`src/hw/filter_array_pkg.sv`:
```
package filter_array_pkg;

   // ****************************************************************
   // Widths and formats
   // ****************************************************************
   localparam int DATA_W     = 12;
   localparam int COEF_W     = 10;
   localparam int CHAIN_W    = 16;
   localparam int PROD_W     = DATA_W + COEF_W;
   localparam int SUM_W      = 27;
   localparam int COEF_FRAC  = 9;
   localparam int CHAIN_FRAC = 4;
   localparam int CHAIN_SHL  = COEF_FRAC - CHAIN_FRAC;
   localparam int MAT_LSB    = COEF_FRAC;
   localparam int CHAIN_LSB  = CHAIN_SHL;
   localparam int HI_PINS    = 4;

   // ****************************************************************
   // Tap lines and coefficient slots (row base plus offset 0..2 for slot 1..3)
   // ****************************************************************
   localparam int A_TAPS = 4;
   localparam int B_TAPS = 9;
   localparam int C_TAPS = 3;
   localparam int N_MULT = 9;
   localparam int ROW_A  = 0;
   localparam int ROW_B  = 3;
   localparam int ROW_C  = 6;

   localparam logic [SUM_W-1:0] ROUND_HALF = 27'h0000010;

   // ****************************************************************
   // Register map
   // ****************************************************************
   localparam logic [11:0] CONFIG_OFFSET      = 12'h000;
   localparam logic [11:0] STATUS_OFFSET      = 12'h004;
   localparam int          MODE_LSB           = 0;
   localparam int          STATUS_SETTLED_BIT = 2;
   localparam logic [3:0]  FLUSH_CYCLES       = 4'hd;

   typedef enum logic [1:0] {
      MODE_MATRIX  = 2'h0,
      MODE_FIR     = 2'h1,
      MODE_CONV3X3 = 2'h2,
      MODE_CONV4X2 = 2'h3
   } mode_t;

   localparam mode_t CONFIG_RESET = MODE_MATRIX;

   typedef enum logic [1:0] {
      WSEL_HOLD  = 2'h0,
      WSEL_SLOT1 = 2'h1,
      WSEL_SLOT2 = 2'h2,
      WSEL_SLOT3 = 2'h3
   } wsel_t;

endpackage : filter_array_pkg

```
`src/hw/nine_multiplier_filter_array.sv`:
```
//
// Function
// - FIR impulse to response centre: nine stages
// - Chain input reaches chain output in four
// - 3x3 mode: three pixels a clock, nine products
// - 3x3 sum plus chain input, rounded, 5-7 clocks
// - 3x3 mode: three tap rows shift each clock
// - 3x3 output: rows times slots 3,2,1 plus chain
// - 3x3 impulse to response centre: six stages
// - 4x2 mode: A and B rows, 5-8 clocks
// - 4x2 mode ignores slot C2
// - 4x2 mode: two tap rows shift each clock
// - Mode select registered, used next clock
// - Outputs invalid until pipeline flushed after change
// - Mode codes: matrix, FIR, 3x3, 4x2
// - Write select picks slot 1, 2, 3
// - Three coefficients latched on next clock
// - Data latched, shifted per tap in filter modes
// - Filter modes: X and upper Y are chain input
// - Filter modes: Z and lower Y chain output
// - Matrix mode: registered X, Y, Z outputs
// - Chain output half-LSB rounded to sixteen bits
// - Integer data, fractional coefficients, 12.4 chain
// - Matrix: column sums, five clocks, truncated
//
`timescale 1ns/1ps
`default_nettype none

module nine_multiplier_filter_array
   import filter_array_pkg::*;
(
   input  wire logic                 pclk,
   input  wire logic                 presetn,
   input  wire logic                 psel,
   input  wire logic                 penable,
   input  wire logic                 pwrite,
   input  wire logic [11:0]          paddr,
   input  wire logic [31:0]          pwdata,
   output var  logic [31:0]          prdata,
   output var  logic                 pready,
   output var  logic                 pslverr,
   input  wire logic [DATA_W-1:0]    data_a,
   input  wire logic [DATA_W-1:0]    data_b,
   input  wire logic [DATA_W-1:0]    data_c,
   input  wire logic [COEF_W-1:0]    coef_port_row_a,
   input  wire logic [COEF_W-1:0]    coef_port_row_b,
   input  wire logic [COEF_W-1:0]    coef_port_row_c,
   input  wire logic [1:0]           coef_write_select,
   input  wire logic [DATA_W-1:0]    shared_x_chain_pins,
   output var  logic [DATA_W-1:0]    shared_x_chain_drive,
   output var  logic                 shared_x_chain_oe,
   input  wire logic [HI_PINS-1:0]   shared_y_chain_pins,
   output var  logic [DATA_W-1:0]    shared_y_chain_drive,
   output var  logic                 shared_y_chain_oe,
   output var  logic [DATA_W-1:0]    shared_z_chain_pins
);

   // ****************************************************************
   // Helpers
   // ****************************************************************
   function automatic logic signed [PROD_W-1:0] mult(
      input logic signed [DATA_W-1:0] pix,
      input logic signed [COEF_W-1:0] k
   );
      mult = pix * k;
   endfunction : mult
   function automatic logic signed [SUM_W-1:0] widen(
      input logic signed [PROD_W-1:0] p
   );
      widen = SUM_W'(p);
   endfunction : widen

   // ****************************************************************
   // Register bus and configuration
   // ****************************************************************
   mode_t       mode_ff,      nxt_mode;
   logic [3:0]  settle_ff,    nxt_settle;
   logic [31:0] prdata_ff,    nxt_prdata;
   logic        pready_ff,    nxt_pready;
   logic        pslverr_ff,   nxt_pslverr;
   logic        wr_cfg;
   logic        settled;
   assign wr_cfg  = psel & penable & pready_ff & pwrite
                  & (paddr == CONFIG_OFFSET);
   assign settled = (settle_ff == FLUSH_CYCLES);
   always_comb begin
      nxt_pready  = psel & ~penable;
      nxt_prdata  = prdata_ff;
      nxt_pslverr = 1'b0;
      nxt_mode    = mode_ff;
      nxt_settle  = settle_ff;
      // Answer is prepared in setup so access completes with no wait
      if (psel && !penable) begin
         unique case (paddr)
            CONFIG_OFFSET: nxt_prdata = {30'h0, mode_ff};
            STATUS_OFFSET: nxt_prdata = {29'h0, settled, mode_ff};
            default: begin
               nxt_prdata  = 32'h0;
               nxt_pslverr = 1'b1;
            end
         endcase
      end
      if (wr_cfg) begin
         nxt_mode = mode_t'(pwdata[MODE_LSB +: 2]);
      end
      // Only a real change restarts the flush count
      if (wr_cfg && (pwdata[MODE_LSB +: 2] != mode_ff)) begin
         nxt_settle = 4'h0;
      end else if (!settled) begin
         nxt_settle = settle_ff + 4'h1;
      end
   end

   always_ff @(posedge pclk or negedge presetn) begin
      if (!presetn) begin
         mode_ff    <= CONFIG_RESET;
         settle_ff  <= 4'h0;
         prdata_ff  <= 32'h0;
         pready_ff  <= 1'b0;
         pslverr_ff <= 1'b0;
      end else begin
         mode_ff    <= nxt_mode;
         settle_ff  <= nxt_settle;
         prdata_ff  <= nxt_prdata;
         pready_ff  <= nxt_pready;
         pslverr_ff <= nxt_pslverr;
      end
   end

   assign prdata  = prdata_ff;
   assign pready  = pready_ff;
   assign pslverr = pslverr_ff;

   // ****************************************************************
   // Coefficient storage
   // ****************************************************************
   logic signed [COEF_W-1:0] coef_ff [N_MULT];
   logic signed [COEF_W-1:0] nxt_coef [N_MULT];
   always_comb begin
      int slot;
      slot = 0;
      for (int i = 0; i < N_MULT; i++) begin
         nxt_coef[i] = coef_ff[i];
      end
      if (wsel_t'(coef_write_select) != WSEL_HOLD) begin
         slot = int'(coef_write_select) - 1;
         nxt_coef[ROW_A + slot] = coef_port_row_a;
         nxt_coef[ROW_B + slot] = coef_port_row_b;
         nxt_coef[ROW_C + slot] = coef_port_row_c;
      end
   end
   always_ff @(posedge pclk or negedge presetn) begin
      if (!presetn) begin
         for (int i = 0; i < N_MULT; i++) coef_ff[i] <= '0;
      end else begin
         for (int i = 0; i < N_MULT; i++) coef_ff[i] <= nxt_coef[i];
      end
   end

   // ****************************************************************
   // Tap lines, multipliers and adders
   // ****************************************************************
   logic signed [DATA_W-1:0]  a_sh_ff [A_TAPS];
   logic signed [DATA_W-1:0]  b_sh_ff [B_TAPS];
   logic signed [DATA_W-1:0]  c_sh_ff [C_TAPS];
   logic signed [DATA_W-1:0]  nxt_a_sh [A_TAPS];
   logic signed [DATA_W-1:0]  nxt_b_sh [B_TAPS];
   logic signed [DATA_W-1:0]  nxt_c_sh [C_TAPS];
   logic signed [DATA_W-1:0]  opnd [N_MULT];
   logic signed [PROD_W-1:0]  prod_ff [N_MULT];
   logic signed [PROD_W-1:0]  nxt_prod [N_MULT];
   logic signed [SUM_W-1:0]   sum_ff [3];
   logic signed [SUM_W-1:0]   nxt_sum [3];
   logic signed [SUM_W-1:0]   add_ff [3];
   logic signed [SUM_W-1:0]   nxt_add [3];
   logic signed [CHAIN_W-1:0] cas_in_ff, cas_d_ff;
   logic signed [CHAIN_W-1:0] nxt_cas_in, nxt_cas_d;
   always_comb begin
      // Newest sample sits at index 0; every line moves each clock
      nxt_a_sh[0] = data_a;
      nxt_b_sh[0] = data_b;
      nxt_c_sh[0] = data_c;
      for (int i = 1; i < A_TAPS; i++) nxt_a_sh[i] = a_sh_ff[i-1];
      for (int i = 1; i < B_TAPS; i++) nxt_b_sh[i] = b_sh_ff[i-1];
      for (int i = 1; i < C_TAPS; i++) nxt_c_sh[i] = c_sh_ff[i-1];
      for (int i = 0; i < N_MULT; i++) opnd[i] = '0;
      unique case (mode_ff)
         MODE_MATRIX: begin
            for (int j = 0; j < 3; j++) begin
               opnd[ROW_A + j] = a_sh_ff[0];
               opnd[ROW_B + j] = b_sh_ff[0];
               opnd[ROW_C + j] = c_sh_ff[0];
            end
         end
         MODE_FIR: begin
            // B tap line supplies six delayed samples
            for (int j = 0; j < 3; j++) begin
               opnd[ROW_A + j] = a_sh_ff[2-j];
               opnd[ROW_B + j] = b_sh_ff[5-j];
               opnd[ROW_C + j] = b_sh_ff[8-j];
            end
         end
         MODE_CONV3X3: begin
            for (int j = 0; j < 3; j++) begin
               opnd[ROW_A + j] = a_sh_ff[2-j];
               opnd[ROW_B + j] = b_sh_ff[2-j];
               opnd[ROW_C + j] = c_sh_ff[2-j];
            end
         end
         MODE_CONV4X2: begin
            for (int j = 0; j < 3; j++) begin
               opnd[ROW_A + j] = a_sh_ff[2-j];
               opnd[ROW_B + j] = b_sh_ff[2-j];
            end
            opnd[ROW_C]     = b_sh_ff[3];
            opnd[ROW_C + 2] = a_sh_ff[3];
            // Slot C2 operand stays zero, so its coefficient is moot
            opnd[ROW_C + 1] = '0;
         end
      endcase
      for (int i = 0; i < N_MULT; i++) begin
         nxt_prod[i] = mult(opnd[i], coef_ff[i]);
      end
      for (int j = 0; j < 3; j++) nxt_sum[j] = '0;
      if (mode_ff == MODE_MATRIX) begin
         for (int j = 0; j < 3; j++) begin
            nxt_sum[j] = widen(prod_ff[ROW_A + j])
                       + widen(prod_ff[ROW_B + j])
                       + widen(prod_ff[ROW_C + j]);
         end
      end else begin
         for (int i = 0; i < N_MULT; i++) begin
            nxt_sum[0] = nxt_sum[0] + widen(prod_ff[i]);
         end
      end
      // Chain word is taken from the shared pins every clock
      nxt_cas_in = {shared_x_chain_pins, shared_y_chain_pins};
      nxt_cas_d  = cas_in_ff;
      for (int j = 0; j < 3; j++) nxt_add[j] = sum_ff[j];
      if (mode_ff != MODE_MATRIX) begin
         nxt_add[0] = sum_ff[0]
                    + (SUM_W'(cas_d_ff) <<< CHAIN_SHL)
                    + ROUND_HALF;
      end
   end

   always_ff @(posedge pclk or negedge presetn) begin
      if (!presetn) begin
         for (int i = 0; i < A_TAPS; i++) a_sh_ff[i] <= '0;
         for (int i = 0; i < B_TAPS; i++) b_sh_ff[i] <= '0;
         for (int i = 0; i < C_TAPS; i++) c_sh_ff[i] <= '0;
         for (int i = 0; i < N_MULT; i++) prod_ff[i] <= '0;
         for (int j = 0; j < 3; j++) sum_ff[j] <= '0;
         for (int j = 0; j < 3; j++) add_ff[j] <= '0;
         cas_in_ff <= '0;
         cas_d_ff  <= '0;
      end else begin
         for (int i = 0; i < A_TAPS; i++) a_sh_ff[i] <= nxt_a_sh[i];
         for (int i = 0; i < B_TAPS; i++) b_sh_ff[i] <= nxt_b_sh[i];
         for (int i = 0; i < C_TAPS; i++) c_sh_ff[i] <= nxt_c_sh[i];
         for (int i = 0; i < N_MULT; i++) prod_ff[i] <= nxt_prod[i];
         for (int j = 0; j < 3; j++) sum_ff[j] <= nxt_sum[j];
         for (int j = 0; j < 3; j++) add_ff[j] <= nxt_add[j];
         cas_in_ff <= nxt_cas_in;
         cas_d_ff  <= nxt_cas_d;
      end
   end

   // ****************************************************************
   // Output pins
   // ****************************************************************
   logic [DATA_W-1:0]  x_ff, y_ff, z_ff;
   logic [DATA_W-1:0]  nxt_x, nxt_y, nxt_z;
   logic               x_oe_ff, y_oe_ff, nxt_x_oe, nxt_y_oe;
   logic [CHAIN_W-1:0] chain_out;
   // Overflow wraps: the chain word has no headroom above 12.4
   assign chain_out = add_ff[0][CHAIN_LSB +: CHAIN_W];
   always_comb begin
      if (mode_ff == MODE_MATRIX) begin
         nxt_x    = add_ff[0][MAT_LSB +: DATA_W];
         nxt_y    = add_ff[1][MAT_LSB +: DATA_W];
         nxt_z    = add_ff[2][MAT_LSB +: DATA_W];
         nxt_x_oe = 1'b1;
         nxt_y_oe = 1'b1;
      end else begin
         nxt_x    = '0;
         nxt_y    = {8'h00, chain_out[HI_PINS-1:0]};
         nxt_z    = chain_out[CHAIN_W-1:HI_PINS];
         nxt_x_oe = 1'b0;
         nxt_y_oe = 1'b0;
      end
   end

   always_ff @(posedge pclk or negedge presetn) begin
      if (!presetn) begin
         x_ff    <= '0;
         y_ff    <= '0;
         z_ff    <= '0;
         x_oe_ff <= 1'b0;
         y_oe_ff <= 1'b0;
      end else begin
         x_ff    <= nxt_x;
         y_ff    <= nxt_y;
         z_ff    <= nxt_z;
         x_oe_ff <= nxt_x_oe;
         y_oe_ff <= nxt_y_oe;
      end
   end

   assign shared_x_chain_drive = x_ff;
   assign shared_x_chain_oe    = x_oe_ff;
   assign shared_y_chain_drive = y_ff;
   assign shared_y_chain_oe    = y_oe_ff;
   assign shared_z_chain_pins  = z_ff;
endmodule : nine_multiplier_filter_array

`default_nettype wire

```
`config.mk`:
```
export PLATFORM = sky130hd
export DESIGN_NAME = nine_multiplier_filter_array
export DESIGN_NICKNAME = d
export VERILOG_FILES = /design/src/hw/filter_array_pkg.sv /design/src/hw/nine_multiplier_filter_array.sv
export SDC_FILE = /design/constraint.sdc
export NUM_CORES = 2
export LEC_CHECK = 0
export BUFFER_PORTS_ARGS = -buffer_cell sky130_fd_sc_hd__buf_2
export CORE_UTILIZATION = 45
export CTS_CLUSTER_SIZE = 10
export DETAILED_ROUTE_END_ITERATION = 12
export GPL_TIMING_DRIVEN = 1
export SYNTH_ARGS = -nofsm -noshare
export SYNTH_HDL_FRONTEND = slang
export SYNTH_SLANG_ARGS = --single-unit
```
`constraint.sdc`:
```
create_clock -name pclk -period 9.5 [get_ports pclk]
set_input_delay 0.475 -clock pclk [delete_from_list [all_inputs] [get_ports pclk]]
set_output_delay 0.475 -clock pclk [all_outputs]
set_load 0.02 [all_outputs]
```
* Word-level counts from Yosys, hierarchy flattened
Index checks and enable logic that the tools add are counted.
** Word-level totals
- Register bits :: 709
- Input bits :: 133
- Word-level logic and storage cells :: 135
** Operators by class
- $add $sub $neg :: 20
- Multipliers :: 9
- Order comparisons :: 6
- Eq/ne operators :: 7
- Multiplexer cells :: 22
- Bitwise logic cells :: 9
- Reduce and logical (&&, ||, !) cells :: 11
** Operators with widths (count)
- one-hot mux 108 bit (4 select lines) :: 1
- adder 21 bit :: 13
- bitwise mux 90 bit :: 3
- multiplier 12 x 10 -> 21 bit :: 6
- demux 10 bit (select 4 bit) :: 3
- greater-or-equal comparator 32 x 5 -> 1 bit (second input constant) :: 3
- less-than comparator 32 x 1 -> 1 bit (second input constant) :: 3
- inverter 32 bit :: 3
- multiplier 12 x 10 -> 22 bit :: 3
- 2-to-1 mux 48 bit :: 1
- 2-to-1 mux 21 bit :: 2
- 2-to-1 mux 12 bit :: 3
- 2-to-1 mux 10 bit :: 3
- adder 23 x 22 -> 24 bit :: 1
- adder 22 x 22 -> 23 bit :: 1
- adder 21 x 5 -> 21 bit (second input constant) :: 1
- == test 12 x 3 -> 1 bit (second input constant) :: 1
- logical NOT 12 bit :: 1
- 2-to-1 mux 4 bit :: 2
- one-hot mux 3 bit (2 select lines) :: 1
- adder 4 x 3 -> 5 bit (first input constant) :: 1
- bitwise AND 1 bit :: 5
- logical AND 1 bit :: 5
- adder 3 x 3 -> 4 bit (first input constant) :: 1
- other kinds (13) :: 17

* Logic depth before layout (Yosys ltp)
- Depth after elaboration :: 9
- Mapped depth :: 28
- Depth with buffers taken out :: 24

* Least setup slack after synthesis
OpenSTA, ideal clock, no wires.
- Path type :: flip-flop to flip-flop
- Start point :: register mode_ff[0]
- End point :: register prod_ff[196] (netlist name)
- Library setup time :: 133 ps
- Data arrival time :: 6480 ps
- Required time :: 9367 ps
- Setup slack :: 2888 ps
- Stages on the path, launching flop included :: 29
- Path buffers :: 4
- Period minus slack after synthesis :: 6612 ps
- Cells stage by stage :: dfrtp_1 -> buf_4 -> or2_1 -> buf_2 -> inv_1 -> clkbuf_1 -> clkbuf_1 -> nand2_1 -> nand2_1 -> nand2_1 -> fa_1 -> inv_1 -> fa_1 -> inv_1 -> fa_1 -> inv_1 -> fa_1 -> inv_1 -> fa_1 -> inv_1 -> ha_1 -> o21a_1 -> o21ai_0 -> nor2_1 -> a2111oi_2 -> o31ai_1 -> o41ai_2 -> mux2i_1 -> nand4_1
** RTL lines
- from (decl) :: RTL line nine_multiplier_filter_array.sv:76 : mode_t mode_ff, nxt_mode;
- from (signal assigned) :: RTL line nine_multiplier_filter_array.sv:122 : mode_ff <= nxt_mode;
- to (decl) :: RTL line nine_multiplier_filter_array.sv:170 : logic signed [PROD_W-1:0] prod_ff [N_MULT];

==> summary.md <==
| Metric | Value |
|---|---|
| Outcome | `finished clean` |
| FFs w/ async S/R, synth | `1.000` |
| Finished Cell Area | `74,330 um^2` |
| Grt ovf | `0` |
| Initial DRC count | `3,059` |
| Max-cap violations | `0` |
| Initial antenna violation count | `20` |
| Starting density of the core | `0.4544` |
| Critical Path Sink Type | `flop` |
| WL met3 | `11,050 um` |
| TritonRoute pass-1 iters | `6` |
| Post-cts sizing count | `0` |
| Avg Vias per Cell | `5.191` |
| Setup bufs post-CTS | `0` |
| Area delta synth->final | `8.822%` |
| Worst R2R Start | `mode_ff[0]$_DFFE_PN0P_` |
| Post-synthesis cell type count | `86` |
| Vias in the first global route | `between 40k and 50k` |
| Total GRT Usage | `0.2536` |
| Crit Path Class | `flop to flop` |
| F_max | `130.2 MHz` |
| CP max stage cell | `o311ai_0` |
| Final setup fails | `0` |
| Net count, final | `8,770` |
| # DRC | `0` |
| Top Ports | `205` |
| Detailed placement HPWL | `152,700 um` |
| CTS Buf Count | `81` |
| R2r setup slk | `1.82 ns` |
| Worst reg2reg endpoint | `prod_ff[42]$_DFF_PN0_` |
| Largest fanout on the critical path | `60` |
| TritonCTS clock tree | `done` |
| Setup slack after layout | `1.818 ns` |
| First-pass GRT wire length | `292,300 um` |
| WP data required | `slightly above 10 ns` |
| Hold_buf cts | `between 50 and 60` |
| Clock tree buffer depth | `3` |
| Layout cell share with drive strength beyond 1 | `0.06207` |
| Die width | `391.6 um` |
| Top Metal Used | `met5` |
| Setup tns final | `0 ns` |
| Met1 WL | `83,390 um` |
| Synth area leader | `fa_1` |
| Final Util | `0.4945` |
| Register area share after synthesis | `0.2316` |
| EDFF count, synth | `0` |
| Synth top area cells | `fa_1 33%, dfrtp_1 23%, ha_1 10%` |
| Ys Warns | `0` |
| Avg WL per Cell | `~21 um` |
| Die Y | `391.6 um` |
| Final hold violation count | `0` |
| Main synth FF type | `dfrtp_1` |
| Tightest Pin Transition | `1.371 ns` |
| Core Area | `150,300 um^2` |
| Mapped Cells | `6,804` |
| Placement row count | `approximately 140` |
| Die area | `about 150,000 um^2` |
| WP data arrival | `8.29 ns` |
| Post-Syn Area | `slightly below 70,000 um^2` |
| FILL cells | `13.99k` |
| Fin crit share | `0.8086` |
| CP Cell Sequence | `buf_4 > mux2i_1 > o22ai_1 > nand2_1 > fa_1 > inv_1 > fa_1 > inv_1 > fa_1 > inv_1 > fa_1 > inv_1 > fa_1 > inv_1 > ha_1 > nor3_1 > nor2_1 > o41ai_4 > o311ai_0 > a2111oi_0 > nor3b_1` |
| CTS Root Buffer Type | `clkbuf_16` |
| Post-route minimum period | `between 7 and 8 ns` |
| Synth top area share | `0.3283` |
| Clock sinks | `632` |
| Pin count of the biggest net entering global routing | `183` |
| Final wirelength | `between 150,000 and 200,000 um` |
| IO buf count | `around 150` |
| Worst skew pair latency | `roughly 0.74 ns` |
| DRT antenna net count | `0` |
| Largest stage delay on the critical path | `around 0.98 ns` |
| Total number of vias | `46.78k` |
| Critical path launch point | `mode_ff[0]$_DFFE_PN0P_` |
| Place WS | `~2.0 ns` |
| Slew headroom | `0.07979` |
| Max-slew violation count | `0` |
| Hold Path Class | `primary input to flop` |
| Gpl congestion | `0.9306` |
| End point of the critical path | `prod_ff[42]$_DFF_PN0_` |
| R2r worst-path depth | `21` |
| Clock slew at reported path FFs | `0.06 ns` |
| Syn_area_per_cell | `10.04 um^2` |
| H-tree lvl count | `3` |
| Skew final | `a little over 0.09 ns` |
| Post-DP Area | `about 70,000 um^2` |
| #FFs+latches synth | `632` |
| Met2 WL | `about 84,000 um` |
| Crit start category | `flop` |
| RSZ-0062 raised after global routing | `no` |
## worst min path at each step
stage / to / cells after the start / from
floorplan: a_sh_ff[0]$_DFF_PN0_ / 0 / presetn
global placement: add_ff[37]$_DFF_PN0_ / 0 / nxt_add[37]$_DFF_PN0_
detailed placement: add_ff[38]$_DFF_PN0_ / 0 / nxt_add[38]$_DFF_PN0_
CTS: pslverr$_DFF_PN0_ / 3 / paddr[4]
global route: pslverr$_DFF_PN0_ / 3 / paddr[3]
finish: pslverr$_DFF_PN0_ / 3 / paddr[4]
## layer usage
| layer | vias to the layer above | global-route usage |
|---|---|---|
| li1 | 21199 | - |
| met3 | 263 | 0.03574 |
| met1 | 24041 | 0.3555 |
| met4 | 8 | 0.08784 |
| met2 | 1272 | 0.4028 |
| met5 | - | 0 |
## logic make-up (layout without fill, tap and decap cells)
group	count (synthesis)	count (layout)	synth area share
compound gates	630	630	0.05835
flops	632	632	0.2316
xor+xnor	271	271	0.03515
simple gates	1892	1892	0.1334
fa+ha+maj	1679	1679	0.4307
buf+inv	1568	1728	0.08813
mux	131	131	0.02270
other cells	1	33	0.00005490
## layout make-up
class | instances | area (um^2) | area share
multi-input cells | 4632 | 46580 | 0.6267
flip-flops and latches | 632 | 15820 | 0.2129
inverters | 1364 | 5120 | 0.06888
well taps | 2016 | 2522 | 0.03394
clock buffers | 92 | 2108 | 0.02837
repair buffers | 247 | 1679 | 0.02259
clock inverters | 25 | 483.0 | 0.006498
diodes | 4 | 10.01 | 0.0001347
## critical path, delay by kind of cell (launching register included)
| family | cells | cell delay [ns] |
|---|---|---|
| AO/OA/AOI/OAI | 4 | 2.22 |
| adder cells (fa/ha/maj) | 6 | 2.83 |
| multiplexers | 1 | 0.14 |
| flip-flops | 1 | 0.88 |
| AND/OR/NAND/NOR | 4 | 0.70 |
| buffers and inverters | 6 | 0.77 |
## stage by stage
stage	hold slack, ns	instances
after floorplan	0.1794	6832
after global placement	0.3346	8835
after detailed placement	0.3355	8835
after CTS	0.06874	9008
after global routing	0.1071	9008
final	0.1147	9012
## state kept, by name (all words and copies together) (netlist names)
signal,count
c_sh_ff,36
nxt_add,24
coef_ff,90
shared_y_chain_oe,1
prod_ff,189
cas_in_ff,16
shared_z_chain_pins,12
a_sh_ff,48
settle_ff,4
prdata,3
pslverr,1
sum_ff,17
cas_d_ff,16
shared_x_chain_drive,12
shared_y_chain_drive,12
b_sh_ff,108
pready,1
add_ff,40
mode_ff,2
## synth_stat cells (all sizes together) (43+ instances only)
cell / instances
and3: 44
clkbuf: 145
xnor2: 196
nand2b: 50
buf: 59
and2: 410
nand2: 786
o21ai: 148
inv: 1361
ha: 559
a21o: 43
nor2b: 75
nand3: 72
a21oi: 217
mux2i: 48
mux2: 71
nor2: 267
xor2: 73
dfrtp: 632
fa: 1120
nor3: 68
## layout by cell type (no fill, tap or decap), drive strengths merged, types with 191 or more instances in the layout
| master | Yosys | routed |
|---|---|---|
| inv | 1361 | 1364 |
| fa | 1120 | 1120 |
| nand2 | 786 | 786 |
| dfrtp | 632 | 632 |
| ha | 559 | 559 |
| and2 | 410 | 410 |
| nor2 | 267 | 267 |
| a21oi | 217 | 217 |
| xnor2 | 196 | 196 |
| buf | 59 | 191 |
Power is left out: the tool's default activity adds up to more than one toggle a clock period on the data nets, which glitch-free logic cannot reach.
